`src/interval_timer_defs.vh`:
```
/*
 * Constants for the 16-bit interval timer: register offsets, field positions,
 * reset values and prescale codes.
 * Assumes inclusion by bare name from the timer design files.
 */
`ifndef INTERVAL_TIMER_DEFS_VH
`define INTERVAL_TIMER_DEFS_VH

// ============================================================
// Register byte offsets (AXI4-Lite, one word each)
`define OFS_COUNT        4'h0
`define OFS_PERIOD       4'h4
`define OFS_CONTROL      4'h8
`define OFS_IRQ_STATUS   4'hc
`define OFS_IRQ_CLEAR    5'h10
`define OFS_IRQ_ENABLE   5'h14
`define OFS_CPU_STATE    5'h18

// ============================================================
// Control register field positions
`define CTL_ENABLE_BIT   15
`define CTL_IDLE_STOP    13
`define CTL_GATE_ACCUM   6
`define CTL_PRESC_HI     5
`define CTL_PRESC_LO     4
`define CTL_SYNC_SEL     2
`define CTL_CLK_SRC      1
`define CTL_WRITE_MASK   16'ha076

// ============================================================
// Status bits and cpu state bits
`define IRQ_MATCH_BIT    0
`define IRQ_GATE_BIT     1
`define CPU_IDLE_BIT     0
`define CPU_SLEEP_BIT    1

// ============================================================
// Reset values
`define RST_COUNT        16'h0000
`define RST_PERIOD       16'hffff
`define RST_CONTROL      16'h0000

// ============================================================
// Prescale codes and terminal counts
`define PRESC_DIV1       2'h0
`define PRESC_DIV8       2'h1
`define PRESC_DIV64      2'h2
`define PRESC_DIV256     2'h3
`define PRESC_TC8        8'h07
`define PRESC_TC64       8'h3f
`define PRESC_TC256      8'hff

`endif

```
`src/interval_timer.v`:
```
/*
 * Sixteen-bit interval timer with period match, prescaler, gated accumulation
 * and idle/sleep behaviour, reached over an AXI4-Lite slave.
 * Assumes one clock; the external pin passes a synchroniser except on the asynchronous path, and the cpu state is set by software over the bus.
 */
`timescale 1ns/10ps
`default_nettype none
`include "interval_timer_defs.vh"

module interval_timer (
  // Clock and reset
  input  wire        clk_sys_i,
  input  wire        resetn_i,
  // AXI4-Lite write address and data
  input  wire [4:0]  s_axi_awaddr,
  input  wire        s_axi_awvalid,
  output wire        s_axi_awready,
  input  wire [31:0] s_axi_wdata,
  input  wire [3:0]  s_axi_wstrb,
  input  wire        s_axi_wvalid,
  output wire        s_axi_wready,
  // AXI4-Lite write response
  output reg  [1:0]  s_axi_bresp,
  output reg         s_axi_bvalid,
  input  wire        s_axi_bready,
  // AXI4-Lite read
  input  wire [4:0]  s_axi_araddr,
  input  wire        s_axi_arvalid,
  output wire        s_axi_arready,
  output reg  [31:0] s_axi_rdata,
  output reg  [1:0]  s_axi_rresp,
  output reg         s_axi_rvalid,
  input  wire        s_axi_rready,
  // External pin and interrupt
  input  wire        ext_clock_gate_i,
  output wire        irq_o
);

  // ============================================================
  // Registers
  reg  [15:0] count_q;
  reg  [15:0] period_q;
  reg  [15:0] control_q;
  reg  [1:0]  irq_status_q;
  reg  [1:0]  irq_enable_q;
  reg  [1:0]  cpu_state_q;
  reg  [4:0]  awaddr_q;
  reg         aw_held_q;
  reg  [31:0] wdata_q;
  reg  [3:0]  wstrb_q;
  reg         w_held_q;
  reg         sync1_q;
  reg         sync2_q;
  reg         pin_prev_q;
  reg         async_prev_q;

  // Reserved control bits are masked on write, so they always read as zero.
  wire count_enable_bit      = control_q[`CTL_ENABLE_BIT];
  wire idle_stop_bit         = control_q[`CTL_IDLE_STOP];
  wire gate_accum_enable     = control_q[`CTL_GATE_ACCUM];
  wire [1:0] prescale_select = control_q[`CTL_PRESC_HI:`CTL_PRESC_LO];
  wire external_sync_select  = control_q[`CTL_SYNC_SEL];
  wire clock_source_select   = control_q[`CTL_CLK_SRC];
  wire cpu_idle              = cpu_state_q[`CPU_IDLE_BIT];
  wire cpu_sleep             = cpu_state_q[`CPU_SLEEP_BIT];

  // ============================================================
  // AXI4-Lite write channel: address and data taken in either order.
  // Each half is parked in its own holding register, so a master that offers
  // data before the address is never stalled waiting for the other channel.
  // A write only takes effect once no response is pending; this keeps a second
  // write from overtaking the response of the first.
  wire wr_fire = aw_held_q && w_held_q && !s_axi_bvalid;
  wire wr_addr_ok = (awaddr_q[1:0] == 2'h0) && (awaddr_q <= `OFS_CPU_STATE);
  assign s_axi_awready = !aw_held_q;
  assign s_axi_wready  = !w_held_q;

  always @(posedge clk_sys_i) begin
    if (!resetn_i) begin
      aw_held_q    <= 1'b0;
      w_held_q     <= 1'b0;
      awaddr_q     <= 5'h00;
      wdata_q      <= 32'h00000000;
      wstrb_q      <= 4'h0;
      s_axi_bvalid <= 1'b0;
      s_axi_bresp  <= 2'h0;
    end else begin
      if (s_axi_awvalid && !aw_held_q) begin
        aw_held_q <= 1'b1;
        awaddr_q  <= s_axi_awaddr;
      end
      if (s_axi_wvalid && !w_held_q) begin
        w_held_q <= 1'b1;
        wdata_q  <= s_axi_wdata;
        wstrb_q  <= s_axi_wstrb;
      end
      if (wr_fire) begin
        aw_held_q    <= 1'b0;
        w_held_q     <= 1'b0;
        s_axi_bvalid <= 1'b1;
        s_axi_bresp  <= wr_addr_ok ? 2'h0 : 2'h2;
      end else if (s_axi_bready) begin
        s_axi_bvalid <= 1'b0;
      end
    end
  end

  // Only byte lanes 0 and 1 carry register bits; lanes 2 and 3 are ignored.
  // An unmapped address selects no register, so its write has no effect.
  wire [15:0] wmask  = {{8{wstrb_q[1]}}, {8{wstrb_q[0]}}};
  wire wr_count   = wr_fire && awaddr_q == {1'b0, `OFS_COUNT};
  wire wr_period  = wr_fire && awaddr_q == {1'b0, `OFS_PERIOD};
  wire wr_control = wr_fire && awaddr_q == {1'b0, `OFS_CONTROL};
  wire wr_irq_clr = wr_fire && awaddr_q == `OFS_IRQ_CLEAR;
  wire wr_irq_en  = wr_fire && awaddr_q == `OFS_IRQ_ENABLE;
  wire wr_cpu     = wr_fire && awaddr_q == `OFS_CPU_STATE;

  // ============================================================
  // AXI4-Lite read channel: answer one cycle after the address is taken.
  // The read data is a snapshot taken at the accepting edge; a count that moves
  // on while rvalid waits for rready is not reflected in the answer.
  assign s_axi_arready = !s_axi_rvalid;

  always @(posedge clk_sys_i) begin
    if (!resetn_i) begin
      s_axi_rvalid <= 1'b0;
      s_axi_rdata  <= 32'h00000000;
      s_axi_rresp  <= 2'h0;
    end else if (s_axi_arvalid && !s_axi_rvalid) begin
      s_axi_rvalid <= 1'b1;
      s_axi_rresp  <= 2'h0;
      case (s_axi_araddr)
        {1'b0, `OFS_COUNT}:   s_axi_rdata <= {16'h0000, count_q};
        {1'b0, `OFS_PERIOD}:  s_axi_rdata <= {16'h0000, period_q};
        {1'b0, `OFS_CONTROL}: s_axi_rdata <= {16'h0000, control_q};
        {1'b0, `OFS_IRQ_STATUS}: s_axi_rdata <= {30'h0, irq_status_q};
        `OFS_IRQ_CLEAR:       s_axi_rdata <= 32'h00000000;
        `OFS_IRQ_ENABLE:      s_axi_rdata <= {30'h0, irq_enable_q};
        `OFS_CPU_STATE:       s_axi_rdata <= {30'h0, cpu_state_q};
        default: begin
          s_axi_rdata <= 32'h00000000;
          s_axi_rresp <= 2'h2;
        end
      endcase
    end else if (s_axi_rready) begin
      s_axi_rvalid <= 1'b0;
    end
  end

  // ============================================================
  // Pin edge detection.
  // The synchronous path uses two flops; the asynchronous path looks at the
  // raw pin so it keeps counting in sleep when the synchroniser is bypassed.
  always @(posedge clk_sys_i) begin
    if (!resetn_i) begin
      sync1_q      <= 1'b0;
      sync2_q      <= 1'b0;
      pin_prev_q   <= 1'b0;
      async_prev_q <= 1'b0;
    end else begin
      sync1_q      <= ext_clock_gate_i;
      sync2_q      <= sync1_q;
      pin_prev_q   <= sync2_q;
      async_prev_q <= ext_clock_gate_i;
    end
  end

  wire sync_rise  = sync2_q && !pin_prev_q;
  wire async_rise = ext_clock_gate_i && !async_prev_q;
  // The gate falling edge is taken from the synchronised pin, so that it lines
  // up with the last cycle that the gated count accumulated.
  wire gate_fall  = !sync2_q && pin_prev_q;

  // ============================================================
  // Tick source selection and idle/sleep gating.
  // In gated accumulation the synchronised pin level is itself the tick, so
  // one cycle is accumulated for every cycle that the gate stays high.
  // The gate is not edge counted, which lets the prescaler divide it as well.
  reg raw_tick;
  always @* begin
    if (clock_source_select)
      raw_tick = external_sync_select ? sync_rise : async_rise;
    else if (gate_accum_enable)
      raw_tick = sync2_q;
    else
      raw_tick = 1'b1;
  end

  // Sleep stops every tick source except the unsynchronised pin, the only one
  // whose edges do not rely on the stopped internal phase clocks.
  // Idle with the stop bit set pauses every source alike.
  wire async_ext = clock_source_select && !external_sync_select;
  wire stalled   = (cpu_idle && idle_stop_bit) ||
                   (cpu_sleep && !async_ext);
  wire base_tick = raw_tick && !stalled;

  wire presc_tick;
  // Any count write and any control write that drops the enable clear the
  // prescaler; while halted it ignores both, as it has no clock to act on.
  wire presc_clear = wr_count || (wr_control && wmask[15] && !wdata_q[`CTL_ENABLE_BIT]);

  // The prescaler sees the tick after idle and sleep gating, so a stalled
  // timer also keeps its prescale phase until it resumes.
  timer_prescaler u_presc (
    .clk_sys_i (clk_sys_i),
    .resetn_i  (resetn_i),
    .run_i     (count_enable_bit),
    .clear_i   (presc_clear),
    .select_i  (prescale_select),
    .tick_i    (base_tick),
    .tick_o    (presc_tick)
  );

  // ============================================================
  // Count, period and control registers.
  // The match is judged on the tick itself: the count shows the period value
  // for a full prescaled interval and returns to zero on the following tick.
  // A period below the current count lets the count run on to its wrap.
  wire match_evt = count_enable_bit && presc_tick && (count_q == period_q);
  wire gate_evt  = count_enable_bit && gate_accum_enable && !clock_source_select && gate_fall;
  wire count_tick = count_enable_bit && presc_tick;
  reg  [15:0] count_d;

  // A count write wins over a tick in the same cycle, so the value that
  // software wrote is loaded and not lost to that tick.
  always @* begin
    count_d = count_q;
    if (wr_count)
      count_d = (count_q & ~wmask) | (wdata_q[15:0] & wmask);
    else if (match_evt)
      count_d = 16'h0000;
    else if (count_tick)
      count_d = count_q + 16'h0001;
  end

  always @(posedge clk_sys_i) begin
    if (!resetn_i) begin
      count_q     <= `RST_COUNT;
      period_q    <= `RST_PERIOD;
      control_q   <= `RST_CONTROL;
      cpu_state_q <= 2'h0;
    end else begin
      count_q <= count_d;
      if (wr_period)
        period_q <= (period_q & ~wmask) | (wdata_q[15:0] & wmask);
      if (wr_control)
        control_q <= (control_q & ~wmask) | (wdata_q[15:0] & wmask & `CTL_WRITE_MASK);
      // Idle and sleep reach this block only through software, as it has no
      // other view of the processor state.
      if (wr_cpu && wstrb_q[0])
        cpu_state_q <= wdata_q[1:0];
    end
  end

  // ============================================================
  // Interrupt status: events win over a clear in the same cycle.
  // Each status bit is sticky: only a one written to the clear register drops
  // it, so an event is never lost to a clear that races it.
  wire [1:0] irq_event = {gate_evt, match_evt};
  wire [1:0] irq_clear = (wr_irq_clr && wstrb_q[0]) ? wdata_q[1:0] : 2'h0;
  wire [1:0] irq_status_d;

  genvar irq_idx;
  generate
    for (irq_idx = 0; irq_idx < 2; irq_idx = irq_idx + 1) begin : g_irq_bit
      assign irq_status_d[irq_idx] = irq_event[irq_idx] ||
                                     (irq_status_q[irq_idx] && !irq_clear[irq_idx]);
    end
  endgenerate

  always @(posedge clk_sys_i) begin
    if (!resetn_i) begin
      irq_status_q <= 2'h0;
      irq_enable_q <= 2'h0;
    end else begin
      irq_status_q <= irq_status_d;
      if (wr_irq_en && wstrb_q[0])
        irq_enable_q <= wdata_q[1:0];
    end
  end

  // The request is a level: it stays up until software clears the status bit
  // or masks it, and a masked event still leaves its status bit set.
  assign irq_o = |(irq_status_q & irq_enable_q);

endmodule
`default_nettype wire

```
`src/timer_prescaler.v`:
```
/*
 * Prescaler for the interval timer: passes one tick out of 1, 8, 64 or 256.
 * Assumes tick_i is in the clk_sys_i domain; every cycle that it is high counts, so it may stay high.
 */
`timescale 1ns/10ps
`default_nettype none
`include "interval_timer_defs.vh"

module timer_prescaler (
  // Clock and reset
  input  wire       clk_sys_i,
  input  wire       resetn_i,
  // Control
  input  wire       run_i,
  input  wire       clear_i,
  input  wire [1:0] select_i,
  input  wire       tick_i,
  // Divided tick
  output wire       tick_o
);

  reg  [7:0] count_q;
  reg  [7:0] count_d;
  reg  [7:0] term;

  always @* begin
    case (select_i)
      `PRESC_DIV8:   term = `PRESC_TC8;
      `PRESC_DIV64:  term = `PRESC_TC64;
      `PRESC_DIV256: term = `PRESC_TC256;
      default:       term = 8'h00;
    endcase
  end

  assign tick_o = run_i && tick_i && (count_q >= term);

  // The clear only acts while running: a halted prescaler has no clock to reset it.
  always @* begin
    count_d = count_q;
    if (run_i) begin
      if (clear_i)
        count_d = 8'h00;
      else if (tick_i)
        count_d = (count_q >= term) ? 8'h00 : count_q + 8'h01;
    end
  end

  always @(posedge clk_sys_i) begin
    if (!resetn_i)
      count_q <= 8'h00;
    else
      count_q <= count_d;
  end

endmodule
`default_nettype wire

```
`config.mk`:
```
export PLATFORM = sky130hd
export DESIGN_NAME = interval_timer
export DESIGN_NICKNAME = d
export VERILOG_FILES = /design/src/interval_timer.v /design/src/timer_prescaler.v
export VERILOG_INCLUDE_DIRS = /design/src
export SDC_FILE = /design/constraint.sdc
export NUM_CORES = 1
export LEC_CHECK = 0
export BUFFER_PORTS_ARGS = -buffer_cell sky130_fd_sc_hd__buf_2
export CAP_MARGIN = 20
export CORE_MARGIN = 10
export CORE_UTILIZATION = 40
export DETAILED_ROUTE_END_ITERATION = 10
export SYNTH_ARGS = -nofsm -noshare
export SYNTH_HDL_FRONTEND = slang
export SYNTH_SLANG_ARGS = --single-unit
```
`constraint.sdc`:
```
create_clock -name clk_sys_i -period 2.4 [get_ports clk_sys_i]
set_input_delay 0.48 -clock clk_sys_i [delete_from_list [all_inputs] [get_ports clk_sys_i]]
set_output_delay 0.48 -clock clk_sys_i [all_outputs]
set_load 0.02 [all_outputs]
```
==> summary.md <==
| Metric | Value |
|---|---|
| Outcome | complete, no violations |
| Final-stage net count | 779 |
| Pin count of the biggest net entering global routing | between 40 and 50 |
| Netlist cell types | 63 |
| Top cell type's share of synthesized area | 0.397 |
| Post-Place Setup Slack | -66.7 ps |
| Pwr Density | 593 nW/µm² |
| Vias per cell | between 5 and 6 |
| Asr flop ratio synth | 0 |
| Area leader, netlist | dfxtp_1 |
| Most common cell after layout, fill and taps aside | dfxtp_1 |
| Fill cells | 1,299 |
| Leak | between 0.002 and 0.003 µW |
| Routed Wire Length | about 15,000 µm |
| Comb pwr share | 0.085 |
| Clock Skew | 4.78 ps |
| Residual DRC | 0 |
| P_int | around 2900 µW |
| Total Power | about 3800 µW |
| Worst Setup Slack, final | 132 ps |
| Die Ht | around 140 µm |
| Unrepaired setup endpoints after global routing | false |
| Clock transition at path regs | 70 ps |
| Max-slew violations | 0 |
| Initial Util | 0.414 |
| Post-synth EDFFs | 0 |
| DR top layer | met4 |
| Met3 WL post-DR | between 1000 and 1500 µm |
| Worst setup SP type | flop |
| Fin. Hold Viols | 0 |
| Sw power | 936 µW |
| Synth Area per Inst | roughly 8.4 µm² |
| Commonest cells after routing, fill and taps aside | dfxtp_1 (108), nand2_1 (85), nor2_1 (69), buf_2 (59), mux2i_1 (43) |
| First-pass DRT Iterations | 4 |
| Syn Inst Count | 659 |
| Area grow syn2layout | 15.7% |
| Maxcap violations | 0 |
| Worst-margin pin slew | about 640 ps |
| Share of cells above drive strength 1 | 0.184 |
| I/O pin count | 96 |
| Total gr overflow | 0 |
| Register share of total power | 0.500 |
| Tmin final | 2270 ps |
| Crit Path Max Fanout | 12 |
| Initial drt markers | approximately 430 |
| Sw Share | 0.246 |
| H-tree Lvls | 3 |
| Worst IR Drop VDD | between 300 and 400 µV |
| Highest clock rate | roughly 440 MHz |
| CTS tree | yes |
| Sequential-to-total area share from yosys stat | 0.397 |
| Worst-Skew Late Latency | 350 ps |
| WS Path Type | flop to flop |
| Worst endpoint required time | 2660 ps |
| Placer Congestion | between 0.8 and 0.9 |
| Rel. slew slack | 0.572 |
| Worst path arrival time | between 2000 and 3000 ps |
| Routed length on met2 | approximately 6800 µm |
| Initial antenna violation count | 0 |
| Global-route wire length before repair | 24,600 µm |
| Max clock buf depth | 2 |
| Routed vias | about 4,900 |
| Synth Flop Type | dfxtp_1 |
| Critical Path End Type | flop |
| Synth Register Bits | between 100 and 150 |
| TritonCTS Buffers | 9 |
| Worst hold-check path type | input pin to flop |
| Full die area | about 19,000 µm² |
| Die width | between 100 and 150 µm |
| Synth top area cells | dfxtp_1 (40%), mux2i_1 (7.8%), nand2_1 (5.8%), nor2_1 (4.7%), a21oi_1 (3.3%) |
| Clock tree sinks | 110 |
| Setup Viol. Count Final | 0 |
| Vias in the first global route | ~4,800 |
| Design area | 6420 µm² |
| Post-Synthesis Cell Area | approximately 5500 µm² |
| Yosys Warn Count | 0 |
| DP HPWL | approximately 11,000 µm |
| Core ar. | around 13,000 µm² |
| I/O Buffers | 59 |
| Row count | 42 |
| All-Layer GR Usage | 0.162 |
| Root Driver | clkbuf_16 |
| Ant diodes | 0 |
| Wire length on met1 | 6990 µm |
| Wire per inst | around 17 µm |
| Worst hold slack | approximately 360 ps |
| Fin Setup TNS | 0 ps |
| Tcrit/Tclk final | 0.945 |
| Post-Place Cell Area | roughly 6000 µm² |
| Detail Route Antenna Nets | 0 |
| Clock Power Share | 0.415 |
-- metrics by stage --
step                 util  cells
floorplan               -    676
global placement    0.454    882
detailed placement  0.454    882
CTS                 0.478    898
global route        0.479    898
finish              0.479    898
-- Yosys cell counts (all sizes together), types with 2 or more instances --
library cell,count
nor3,20
o21bai,2
nand3,25
or3,4
dfxtp,110
clkbuf,28
a211oi,4
o211a,2
a21o,2
o21a,2
o211ai,3
o21ai,20
nor2,71
and4,2
ha,8
a31oi,2
a211o,2
or2,3
nand4b,2
xnor2,7
nand2,85
and4bb,2
and2,10
a221oi,14
and3,6
a22oi,14
a21oi,38
nand2b,7
mux2i,43
nor4,6
nor2b,6
o22ai,15
xor2,20
inv,14
nand4,11
mux4,2
buf,33
-- path summary, 6_finish.rpt --
kind / start / endpoint / slack, ps / depth (start not counted)
setup / recovery: flop / flop / 130 / 7
hold / removal: s_axi_wdata[5] / wdata_q[5] / 360 / 3
setup reg to reg: flop / flop / 130 / 7
hold reg to reg: control_q[12] / control_q[12] / 460 / 1
-- what timing repair did --
item                                    in CTS  in global routing
pin swaps                                    0                  1
gates resized for setup                      1                  4
hold buffers                                 0                  0
buffers inserted                             0                  0
endpoints found under the hold margin        0                  0
endpoints found under the setup margin       8                 13
-- power groups by stage --
| stage | Clock, µW | Sequential, µW | Combinational (µW) |
|---|---|---|---|
| after floorplan | 0 | 1930 | 236 |
| after global placement | 0 | 1940 | 316 |
| after detailed placement | 0 | 1940 | 322 |
| after CTS | 1610 | 1900 | 324 |
| after global routing | 1680 | 1910 | 355 |
| final | 1580 | 1900 | 322 |
-- cell families after synthesis --
kind of cell / share of synthesized area
xor+xnor: 0.0426
fa+ha+maj: 0.0180
simple gates: 0.232
buf+inv: 0.0672
other cells: 0.000676
compound gates: 0.157
mux: 0.0857
flops: 0.397
-- final cells by class --
class	instances	area, µm²	area share
Multi-Input combinational cell	490	3050	0.476
Sequential cell	110	2200	0.344
Timing Repair Buffer	91	561	0.0874
Clock buffer	12	267	0.0415
Tap cell	176	220	0.0343
Inverter	15	56.3	0.00878
Clock inverter	4	53.8	0.00839
-- metal layers --
metal  vias to the layer above  global-route usage
met5                         -                   0
met4                         0              0.0684
met3                        24              0.0310
met2                       155               0.259
met1                      2302               0.208
li1                       2403                   -
-- worst max-delay path, cell delays in order, from the launching register on --
cell      delay (ps)
dfxtp_2          360
nand2_1           90
ha_1             330
nand4_1          130
a211o_1          320
a21o_4           290
or3_4            410
a221oi_2         250
Note: power is estimated with default switching activity, not from simulation.
